==> src/pkg/ccs_cfg.svh <==
// offsets, field positions, reset values and opcode patterns
`ifndef CCS_CFG_SVH
`define CCS_CFG_SVH

`define CCS_OFS_CTRL      2'h0
`define CCS_OFS_STATUS    2'h1
`define CCS_OFS_ACCUM     2'h2
`define CCS_OFS_BANK      2'h3

`define CCS_CTRL_EXT_BIT  0
`define CCS_STAT_Z_BIT    0
`define CCS_STAT_N_BIT    1

`define CCS_RST_ACCUM     8'h00
`define CCS_RST_BANK      4'h0
`define CCS_RST_EXT       1'b0

`define CCS_OPC_COMP      6'b00_0111
`define CCS_OPC_CMP       7'b011_0001
`define CCS_IDX_LIMIT     8'h5F
`define CCS_ACC_HI_BANK   4'hF
`define CCS_SKIP_ONE      2'd1
`define CCS_SKIP_TWO      2'd2

`endif

==> src/pkg/ccs_pkg.sv <==
// types shared by the complement and compare-skip execution logic
package ccs_pkg;

    typedef enum logic [1:0]
    {
        CCS_Q1 = 2'b00,
        CCS_Q2 = 2'b01,
        CCS_Q3 = 2'b11,
        CCS_Q4 = 2'b10
    } ccs_qphase_t;

    typedef enum logic [1:0]
    {
        CCS_OP_NONE = 2'b00,
        CCS_OP_COMP = 2'b01,
        CCS_OP_CMP  = 2'b11
    } ccs_op_t;

endpackage : ccs_pkg

==> src/logic/ccs_exec.sv <==
// execution of the complement and compare-skip-if-equal instructions
// Function
// - decode complement opcode, invert addressed byte, touch only N and Z
// - destination bit zero writes accumulator, one writes back the byte
// - access bit zero selects access bank, one uses bank select register
// - access zero, extended set, address up to 5Fh: indexed literal offset
// - complement is one word, one cycle: decode, read, process, write
// - compare byte with accumulator unsigned, change no flag or operand
// - on equality the fetched next instruction becomes a no-operation
// - skipped two-word instruction costs two no-operations, three cycles
//
// The implementer's own choices: the Avalon-MM register port and the register addresses.
`timescale 1ns/1ps
`include "ccs_cfg.svh"

module ccs_exec
    import ccs_pkg::*;
(
    input  wire logic        sys_clk_in,
    input  wire logic        rstn_in,
    input  wire logic [1:0]  avs_address_in,
    input  wire logic        avs_read_in,
    input  wire logic        avs_write_in,
    input  wire logic [31:0] avs_writedata_in,
    input  wire logic [3:0]  avs_byteenable_in,
    output logic      [31:0] avs_readdata_out,
    output logic             avs_waitrequest_out,
    input  wire logic        instr_valid_in,
    input  wire logic [15:0] instr_word_in,
    input  wire logic        next_two_word_in,
    input  wire logic [11:0] index_base_in,
    output logic             discard_out,
    output logic             qstart_out,
    output logic      [11:0] mem_addr_out,
    output logic             mem_rd_out,
    input  wire logic [7:0]  mem_rdata_in,
    output logic             mem_wr_out,
    output logic      [7:0]  mem_wdata_out
);

    ccs_qphase_t  q_reg;
    ccs_op_t      op_reg;
    logic         dest_reg;
    logic         acc_reg;
    logic [7:0]   f_reg;
    logic [1:0]   skip_reg;
    logic [7:0]   accum_reg;
    logic [3:0]   bank_reg;
    logic         ext_reg;
    logic         neg_reg;
    logic         zero_reg;
    logic         wait_reg;
    logic [31:0]  rdata_reg;
    logic         rd_reg;
    logic         wr_reg;
    logic [11:0]  addr_reg;
    logic [7:0]   wdata_reg;
    logic         discard_reg;
    logic         qstart_reg;
    logic [11:0]  addr_next;
    logic [7:0]   comp;
    logic         neg_next;
    logic         zero_next;
    logic         equal;
    logic         bus_wr;
    logic         issue;

    // address of the operand from the instruction being decoded
    ccs_bank_addr u_addr
    (
        .f_in          (instr_word_in[7:0]),
        .access_in     (instr_word_in[8]),
        .ext_en_in     (ext_reg),
        .bank_in       (bank_reg),
        .index_base_in (index_base_in),
        .addr_out      (addr_next)
    );

    // datapath on the byte returned in the process phase
    // unsigned compare
    ccs_alu u_alu
    (
        .data_in   (mem_rdata_in),
        .accum_in  (accum_reg),
        .comp_out  (comp),
        .neg_out   (neg_next),
        .zero_out  (zero_next),
        .equal_out (equal)
    );

    assign bus_wr = avs_write_in && !wait_reg && avs_byteenable_in[0];
    assign issue  = (q_reg == CCS_Q1) && (skip_reg == 2'd0) && instr_valid_in;

    // quarter-phase sequencer, gray along q1 q2 q3 q4
    // four quarters
    always_ff @(posedge sys_clk_in or negedge rstn_in)
    begin
        if (!rstn_in)
            q_reg <= CCS_Q1;
        else
        begin
            unique case (q_reg)
                CCS_Q1: q_reg <= CCS_Q2;
                CCS_Q2: q_reg <= CCS_Q3;
                CCS_Q3: q_reg <= CCS_Q4;
                CCS_Q4: q_reg <= CCS_Q1;
            endcase
        end
    end

    // decode in q1, retire after q4
    // opcode decode
    always_ff @(posedge sys_clk_in or negedge rstn_in)
    begin
        if (!rstn_in)
        begin
            op_reg   <= CCS_OP_NONE;
            dest_reg <= 1'b1;
            acc_reg  <= 1'b1;
            f_reg    <= 8'h00;
        end
        else if (issue)
        begin
            dest_reg <= instr_word_in[9];
            acc_reg  <= instr_word_in[8];
            f_reg    <= instr_word_in[7:0];
            if (instr_word_in[15:10] == `CCS_OPC_COMP)
                op_reg <= CCS_OP_COMP;
            else if (instr_word_in[15:9] == `CCS_OPC_CMP)
                op_reg <= CCS_OP_CMP;
            else
                op_reg <= CCS_OP_NONE;
        end
        else if (q_reg == CCS_Q4)
            op_reg <= CCS_OP_NONE;
    end

    // read strobe stands in q2, address held through the cycle
    // bank choice
    always_ff @(posedge sys_clk_in or negedge rstn_in)
    begin
        if (!rstn_in)
        begin
            rd_reg   <= 1'b0;
            addr_reg <= 12'h000;
        end
        else if (issue)
        begin
            rd_reg   <= (instr_word_in[15:10] == `CCS_OPC_COMP) ||
                        (instr_word_in[15:9] == `CCS_OPC_CMP);
            addr_reg <= addr_next;
        end
        else
            rd_reg <= 1'b0;
    end

    // write-back strobe stands in q4
    // file destination
    always_ff @(posedge sys_clk_in or negedge rstn_in)
    begin
        if (!rstn_in)
        begin
            wr_reg    <= 1'b0;
            wdata_reg <= 8'h00;
        end
        else if ((q_reg == CCS_Q3) && (op_reg == CCS_OP_COMP) && dest_reg)
        begin
            wr_reg    <= 1'b1;
            wdata_reg <= comp;
        end
        else
            wr_reg <= 1'b0;
    end

    // accumulator: core result wins over a bus write in the same edge
    // accumulator destination
    always_ff @(posedge sys_clk_in or negedge rstn_in)
    begin
        if (!rstn_in)
            accum_reg <= `CCS_RST_ACCUM;
        else if ((q_reg == CCS_Q3) && (op_reg == CCS_OP_COMP) && !dest_reg)
            accum_reg <= comp;
        else if (bus_wr && (avs_address_in == `CCS_OFS_ACCUM))
            accum_reg <= avs_writedata_in[7:0];
    end

    // status flags, compare leaves them alone
    // flag values
    always_ff @(posedge sys_clk_in or negedge rstn_in)
    begin
        if (!rstn_in)
        begin
            neg_reg  <= 1'b0;
            zero_reg <= 1'b0;
        end
        else if ((q_reg == CCS_Q3) && (op_reg == CCS_OP_COMP))
        begin
            neg_reg  <= neg_next;
            zero_reg <= zero_next;
        end
    end

    // skip count loaded on equality, spent one word per q1
    // skip on equal
    always_ff @(posedge sys_clk_in or negedge rstn_in)
    begin
        if (!rstn_in)
            skip_reg <= 2'd0;
        else if ((q_reg == CCS_Q3) && (op_reg == CCS_OP_CMP) && equal)
            skip_reg <= next_two_word_in ? `CCS_SKIP_TWO : `CCS_SKIP_ONE;
        else if ((q_reg == CCS_Q1) && (skip_reg != 2'd0))
            skip_reg <= skip_reg - 2'd1;
    end

    // discard marker for the fetch path, one cycle per skipped word
    always_ff @(posedge sys_clk_in or negedge rstn_in)
    begin
        if (!rstn_in)
        begin
            discard_reg <= 1'b0;
            qstart_reg  <= 1'b0;
        end
        else
        begin
            discard_reg <= (q_reg == CCS_Q1) && (skip_reg != 2'd0);
            qstart_reg  <= (q_reg == CCS_Q4);
        end
    end

    // bank select and extended-set enable
    always_ff @(posedge sys_clk_in or negedge rstn_in)
    begin
        if (!rstn_in)
        begin
            bank_reg <= `CCS_RST_BANK;
            ext_reg  <= `CCS_RST_EXT;
        end
        else if (bus_wr && (avs_address_in == `CCS_OFS_BANK))
            bank_reg <= avs_writedata_in[3:0];
        else if (bus_wr && (avs_address_in == `CCS_OFS_CTRL))
            ext_reg <= avs_writedata_in[`CCS_CTRL_EXT_BIT];
    end

    // avalon slave: one wait cycle, data stands with waitrequest low
    always_ff @(posedge sys_clk_in or negedge rstn_in)
    begin
        if (!rstn_in)
        begin
            wait_reg  <= 1'b1;
            rdata_reg <= 32'h0000_0000;
        end
        else if ((avs_read_in || avs_write_in) && wait_reg)
        begin
            wait_reg  <= 1'b0;
            rdata_reg <= 32'h0000_0000;
            if (avs_read_in)
            begin
                unique case (avs_address_in)
                    `CCS_OFS_CTRL:   rdata_reg[`CCS_CTRL_EXT_BIT] <= ext_reg;
                    `CCS_OFS_STATUS:
                    begin
                        rdata_reg[`CCS_STAT_N_BIT] <= neg_reg;
                        rdata_reg[`CCS_STAT_Z_BIT] <= zero_reg;
                    end
                    `CCS_OFS_ACCUM:  rdata_reg[7:0] <= accum_reg;
                    `CCS_OFS_BANK:   rdata_reg[3:0] <= bank_reg;
                endcase
            end
        end
        else
            wait_reg <= 1'b1;
    end

    assign avs_readdata_out    = rdata_reg;
    assign avs_waitrequest_out = wait_reg;
    assign discard_out         = discard_reg;
    assign qstart_out          = qstart_reg;
    assign mem_addr_out        = addr_reg;
    assign mem_rd_out          = rd_reg;
    assign mem_wr_out          = wr_reg;
    assign mem_wdata_out       = wdata_reg;
endmodule : ccs_exec

==> src/logic/ccs_bank_addr.sv <==
// operand address resolution for byte-oriented instructions
`timescale 1ns/1ps
`include "ccs_cfg.svh"

module ccs_bank_addr
    import ccs_pkg::*;
(
    input  wire logic [7:0]  f_in,
    input  wire logic        access_in,
    input  wire logic        ext_en_in,
    input  wire logic [3:0]  bank_in,
    input  wire logic [11:0] index_base_in,
    output logic      [11:0] addr_out
);

    // banked, indexed or access-bank address
    always_comb
    begin
        if (access_in)
            addr_out = {bank_in, f_in};
        else if (ext_en_in && (f_in <= `CCS_IDX_LIMIT))
            addr_out = index_base_in + {4'h0, f_in};
        else if (f_in <= `CCS_IDX_LIMIT)
            addr_out = {4'h0, f_in};
        else
            addr_out = {`CCS_ACC_HI_BANK, f_in};
    end

endmodule : ccs_bank_addr

==> src/logic/ccs_alu.sv <==
// complement and unsigned compare datapath
`timescale 1ns/1ps

module ccs_alu
    import ccs_pkg::*;
(
    input  wire logic [7:0] data_in,
    input  wire logic [7:0] accum_in,
    output logic      [7:0] comp_out,
    output logic            neg_out,
    output logic            zero_out,
    output logic            equal_out
);

    logic [8:0] diff;

    // inverse and its flags
    assign comp_out = ~data_in;
    assign neg_out  = comp_out[7];
    assign zero_out = (comp_out == 8'h00);

    // unsigned subtraction, equal when the difference is zero
    assign diff      = {1'b0, data_in} - {1'b0, accum_in};
    assign equal_out = (diff[7:0] == 8'h00);

endmodule : ccs_alu

==> config.mk <==
export PLATFORM = sky130hd
export DESIGN_NAME = ccs_exec
export DESIGN_NICKNAME = d
export VERILOG_FILES = /design/src/pkg/ccs_pkg.sv /design/src/logic/ccs_exec.sv /design/src/logic/ccs_bank_addr.sv /design/src/logic/ccs_alu.sv
export VERILOG_INCLUDE_DIRS = /design/src /design/src/pkg
export SDC_FILE = /design/constraint.sdc
export NUM_CORES = 1
export LEC_CHECK = 0
export BUFFER_PORTS_ARGS = -buffer_cell sky130_fd_sc_hd__buf_2
export CELL_PAD_IN_SITES_DETAIL_PLACEMENT = 1
export CELL_PAD_IN_SITES_GLOBAL_PLACEMENT = 2
export CORE_MARGIN = 2
export CORE_UTILIZATION = 31
export CTS_BUF_LIST = sky130_fd_sc_hd__clkbuf_4
export CTS_CLUSTER_SIZE = 30
export DETAILED_ROUTE_END_ITERATION = 12
export PLACE_DENSITY_LB_ADDON = 0.1
export SLEW_MARGIN = 10
export SYNTH_ARGS = -nofsm -noshare
export SYNTH_HDL_FRONTEND = slang
export SYNTH_SLANG_ARGS = --single-unit
==> constraint.sdc <==
create_clock -name sys_clk_in -period 6.2 [get_ports sys_clk_in]
set_clock_uncertainty 0.15 [all_clocks]
set_input_delay 1.24 -clock sys_clk_in [delete_from_list [all_inputs] [get_ports sys_clk_in]]
set_output_delay 1.24 -clock sys_clk_in [all_outputs]
set_load 0.01 [all_outputs]
; Word-level counts from Yosys, hierarchy flattened
; Cells that the tools add are included.
[totals]
mem_bits_rw = 0
latch_bits = 0
wordCells = 83
rom_bits = 0
in_bits = 80
mem_count = 0
register_bits = 55
out_inout_bits = 57
[classes]
magnitude_cmp = 1
mux = 21
bitwise_logic = 2
shift = 0
reduce_logical = 29
n_eq_ne = 10
div_mod_pow = 0
n_mul = 0
n_addsub = 3
[op_table]
columns = operator, n
row1 = two-way mux 12 bit, 3
row2 = two-way mux 8 bit, 3
row3 = zero test 8 bit, 2
row4 = logical AND 1 bit, 15
row5 = two-way mux 2 bit, 7
row6 = adder 12 x 8 -> 12 bit, 1
row7 = "equality test 2 bit, second input constant", 5
row8 = "<= comparator 8 x 7 -> 1 bit, second input constant", 1
row9 = NOT 8 bit, 1
row10 = one-hot mux 2 bit (4 select lines), 1
row11 = nonzero test 2 bit, 4
row12 = subtractor 8 bit, 1
row13 = "equality test 7 x 6 -> 1 bit, second input constant", 1
row14 = "equality test 2 x 1 -> 1 bit, second input constant", 3
row15 = "equality test 6 x 3 -> 1 bit, second input constant", 1
row16 = zero test 2 bit, 3
row17 = two-way mux 4 bit, 1
row18 = one-hot mux 1 bit (4 select lines), 1
row19 = one-hot mux 2 bit (2 select lines), 1
row20 = two-way mux 1 bit, 3
row21 = one-hot mux 1 bit (3 select lines), 1
row22 = zero test 1 bit, 2
row23 = logical OR 1 bit, 2
row24 = AND reduction 2 bit, 1
row25 = 2 further kinds, 2

; Logic depth before layout (Yosys ltp)
[depth]
depth_word = 6
depth_mapped = 9

; Hierarchy
; Synthesis repeated with hierarchy kept, for this count alone.
[unflattened]
hier_cells = 351
area_unflattened_um2 = 3589.7
[modules_own_cells]
columns = mod, instances, cells_per_inst, area_per_inst_um2
row1 = ccs_exec, 1, 207, 2602.5
row2 = ccs_bank_addr, 1, 92, 640.6
row3 = ccs_alu, 1, 52, 346.6

; Least setup slack after synthesis
; Ideal clock, no wire load.
[synth_timing]
path_type = input port to flip-flop
from = in instr_word_in[0]
to = reg addr_reg[8], in the netlist mem_addr_out[8]
required_time_ps = 5924
arrival_ps = 2746
path_stages = 9
slack_ps = 3178
n_path_buf = 0
cell_sequence = ha_1 inv_1 fa_1 nor2b_1 o21ai_1 a21boi_1 o22ai_2 mux2i_1 a221o_1
[synth_between]
elab_chain_cells = 4
elab_cells_between_ends = 6
cone_classes = add/sub (1) / order compare (1) / mux (3) / reduce/logical (1)
[synth_lines]
columns = item, line_no
row1 = from (decl), ccs_exec.sv:29  ; input wire logic [15:0] instr_word_in,
row2 = <= comparator 8 x 7 -> 1 bit (no line), n/a
row3 = two-way mux 12 bit / logical AND 1 bit (equally long branches), "ccs_bank_addr.sv:23, ccs_bank_addr.sv:21"
row4 = two-way mux 12 bit (*), ccs_bank_addr.sv:21  ; else if (ext_en_in && (f_in <= `CCS_IDX_LIMIT))
row5 = two-way mux 12 bit (*), ccs_bank_addr.sv:19  ; if (access_in)
row6 = to (signal assigned), ccs_exec.sv:151  ; addr_reg <= addr_next;
row7 = to (decl), ccs_exec.sv:56  ; logic [11:0] addr_reg;
; Every way passes the cells marked *; elsewhere a longest branch is shown, timed or not.
; A chain may end at the register's enable or synchronous reset.

; Worst setup path after layout
; Same ends and word-level chain as after synthesis.

==> flow_metrics.py <==
metrics = {
    "status": {
        "status": "finished, final reports clean",
    },
    "critical_path": {
        "startpoint_type": "primary input",
        "worstPathArrival_ns": 3.11,
        "crit_family": "compound AO/OA/AOI/OAI gates",
        "cp_slowest_cell": "fa_1",
        "slowest_delay_ns": 0.38,
        "reg2reg_from": "accum_reg[4]$_DFFE_PN0P_",
        "startpoint": "instr_word_in[0]",
        "required_ns": 6.33,
        "crit_type": "primary input to flop",
        "crit_buf_inv": 2,
        "crit_chain": "buf_2 -> ha_1 -> inv_1 -> fa_1 -> nor2b_1 -> o21ai_1 -> a21boi_1 -> o22ai_2 -> mux2i_1 -> a221o_1",
        "critPathCaptureType": "flop",
        "worstPathMaxFanout": 3,
    },
    "min_path": {
        "hp-class": "flop to flop",
        "min_from": "mem_wdata_out[2]$_DFFE_PN0P_",
    },
    "sta": {
        "setup_viol": 0,
        "fmax_mhz": 335.0,
        "finalSetupTns_ns": 0,
        "tightestPinTransition_ns": 0.7315,
        "rsz0062_at_grt": "false",
        "max_slew_margin": 0.5123,
        "hold_viol": 0,
        "finalCriticalPeriod_ns": 2.985,
        "whs_ns": 0.3486,
        "period_share": 0.4815,
        "drv_slew": 0,
    },
    "power_and_ir_drop": {
        "p_int_mw": 0.6882,
        "switching_power_mw": 0.3443,
        "power_density_mw_per_mm2": 263.4,
        "pwr-share-clk": 0.242,
        "power_leakage_nw": 1.954,
        "pwr-share-comb": 0.316,
        "total_power_mw": 1.033,
        "ir_drop_v": 0.0001454,
        "swShare": 0.3334,
        "pwr-share-seq": 0.442,
    },
    "global_route": {
        "grt_overflow": 0,
        "grt_pass1_wl_mm": 14.83,
        "grt_use_total": 0.1595,
        "grt_max_degree": 56,
        "grt_pass1_vias": 2861,
        "antenna_found_initial": 0,
    },
    "die": {
        "rows": 37,
        "die_area_mm2": 0.01165,
        "die_width_um": 107.9,
        "die_h_um": 107.9,
        "core_mm2": 0.01042,
        "ios": 137,
        "start_util": 0.3214,
    },
    "final_layout": {
        "final_cell_mix": "buf_2, dfrtp_1, nand2_1",
        "fin_util": 0.3763,
        "area_growth_pct": 17.08,
        "stdcell_count": 590,
        "final_layout_size_suffix_gt1_frac": 0.2445,
        "finalNetCount": 550,
        "largest_reg_flops": 12,
        "mostFrequentLayoutCell": "buf_2",
        "antenna_cells": 0,
    },
    "placement": {
        "finalWeightedCongestion": 0.7500,
        "dp_hpwl_mm": 6.828,
        "placed_cells": 582,
        "port_buffers": 85,
    },
    "yosys": {
        "synthDistinctLibCells": 53,
        "synth_edf_count": 0,
        "async_flop_share": 1.000,
        "ys_warn_count": 0,
        "synthesis.area_mm2": 0.003348,
        "synth-seq-cells": 55,
        "avgSynthCellArea_um2": 9.025,
        "synth_flop_cell": "dfrtp_1",
        "yosysSeqAreaShare": 0.4118,
        "synth_cells": 371,
    },
    "clocking": {
        "cts.clk_slew.worst_paths_ns": 0.16,
        "ctsHoldBuffers": 0,
        "cts-root-buf": "clkbuf_4",
        "post_cts_buffers": 0,
        "clk_path_buf_depth": 2,
        "cts_buffers": 5,
        "clk_latency_ns": 0.38,
        "htree_levels": 2,
        "cts_num_sinks": 55,
        "cts_tree": "yes",
        "post_cts_resized": 0,
    },
    "detailed_routing": {
        "drc": 0,
        "num_vias": 2856,
        "first_iter_violations": 102,
        "drt_wl_total_mm": 8.796,
        "wire_per_inst_um": 14.91,
        "first_pass_iters": 4,
        "drtAntennaViolNets": 0,
        "routed_via_density": 4.841,
    },
    "job": {
        "max_cap_violations": 0,
    },
}
## layer usage
layer | share of wire | GRT usage
met2 | 0.45 | 0.2552
met3 | 0.041 | 0.02240
met4 | 0.0086 | 0.03022
met5 | 0 | 0
met1 | 0.50 | 0.2315
## cell type report
type                    count  area, um^2
fillers                  1257        6496
multi-input cells         282        1743
flip-flops and latches     55        1379
repair buffers             87       440.4
well taps                 136       170.2
inverters                  22       82.58
clock inverters             2       60.06
clock buffers               6       45.04
## cells in the mapped netlist, drive strengths merged, types with 3 or more instances
library cell / instances / area share
nor3: 9 / 0.013
mux2: 4 / 0.015
a21oi: 30 / 0.046
clkbuf: 6 / 0.0067
nor2b: 10 / 0.019
o21ai: 27 / 0.040
dfrtp: 53 / 0.40
a211oi: 9 / 0.020
mux2i: 12 / 0.036
nand4: 7 / 0.015
a22o: 4 / 0.010
nor2: 33 / 0.040
inv: 22 / 0.025
buf: 29 / 0.062
nand2: 46 / 0.052
xnor2: 3 / 0.0078
ha: 16 / 0.060
a21o: 4 / 0.0090
nand3: 13 / 0.023
o21a: 4 / 0.0090
## worst register-to-register path, stage by stage (launching register included)
cell	delay [ns]
dfrtp_1	0.39
inv_1	0.09
ha_1	0.40
nand2_1	0.08
o21ai_0	0.07
nand4_1	0.16
a2111oi_4	0.24
nand4_2	0.18
mux2_4	0.32
## worst paths after layout
| check | to | slack, ns | cells past startpoint |
|---|---|---|---|
| setup / recovery | mem_addr_out[8]$_DFFE_PN0P_ | 3.21 | 10 |
| hold / removal | mem_wdata_out[2]$_DFFE_PN0P_ | 0.35 | 2 |
| setup reg to reg | skip_reg[1]$_DFFE_PN0P_ | 4.03 | 8 |
| hold reg to reg | mem_wdata_out[2]$_DFFE_PN0P_ | 0.35 | 2 |
| max in group asynchronous | accum_reg[2]$_DFFE_PN0P_ | 4.59 | 2 |
| min in group asynchronous | avs_readdata_out[3]$_DFFE_PN0P_ | 0.84 | 2 |
## power by group through the flow
| stage | clock (mW) | sequential (mW) | combinational (mW) |
|---|---|---|---|
| 2_1_floorplan | 0 | 0.468 | 0.216 |
| 3_3_place_gp | 0 | 0.465 | 0.321 |
| 3_5_place_dp | 0 | 0.465 | 0.328 |
| 4_1_cts | 0.259 | 0.458 | 0.330 |
| 5_1_grt | 0.272 | 0.466 | 0.373 |
| 6_report | 0.250 | 0.456 | 0.326 |
## logic make-up (layout without fill, tap and decap cells)
| logic type | after synthesis | after routing | synth area share |
|---|---|---|---|
| buf+inv | 57 | 117 | 0.09342 |
| fa+ha+maj | 17 | 17 | 0.06577 |
| compound gates | 92 | 92 | 0.1764 |
| other cells | 1 | 24 | 0.001120 |
| simple gates | 127 | 127 | 0.1812 |
| mux | 17 | 17 | 0.05717 |
| xor+xnor | 5 | 5 | 0.01308 |
| flops | 55 | 55 | 0.4118 |
## per-stage QoR
step	worst slack, ns	area (um^2)
floorplan	3.178	3435
global placement	2.820	3815
detailed placement	2.790	3815
CTS	3.216	3920
global route	3.065	3920
finish	3.215	3920
(Power assumes the default switching activity.)
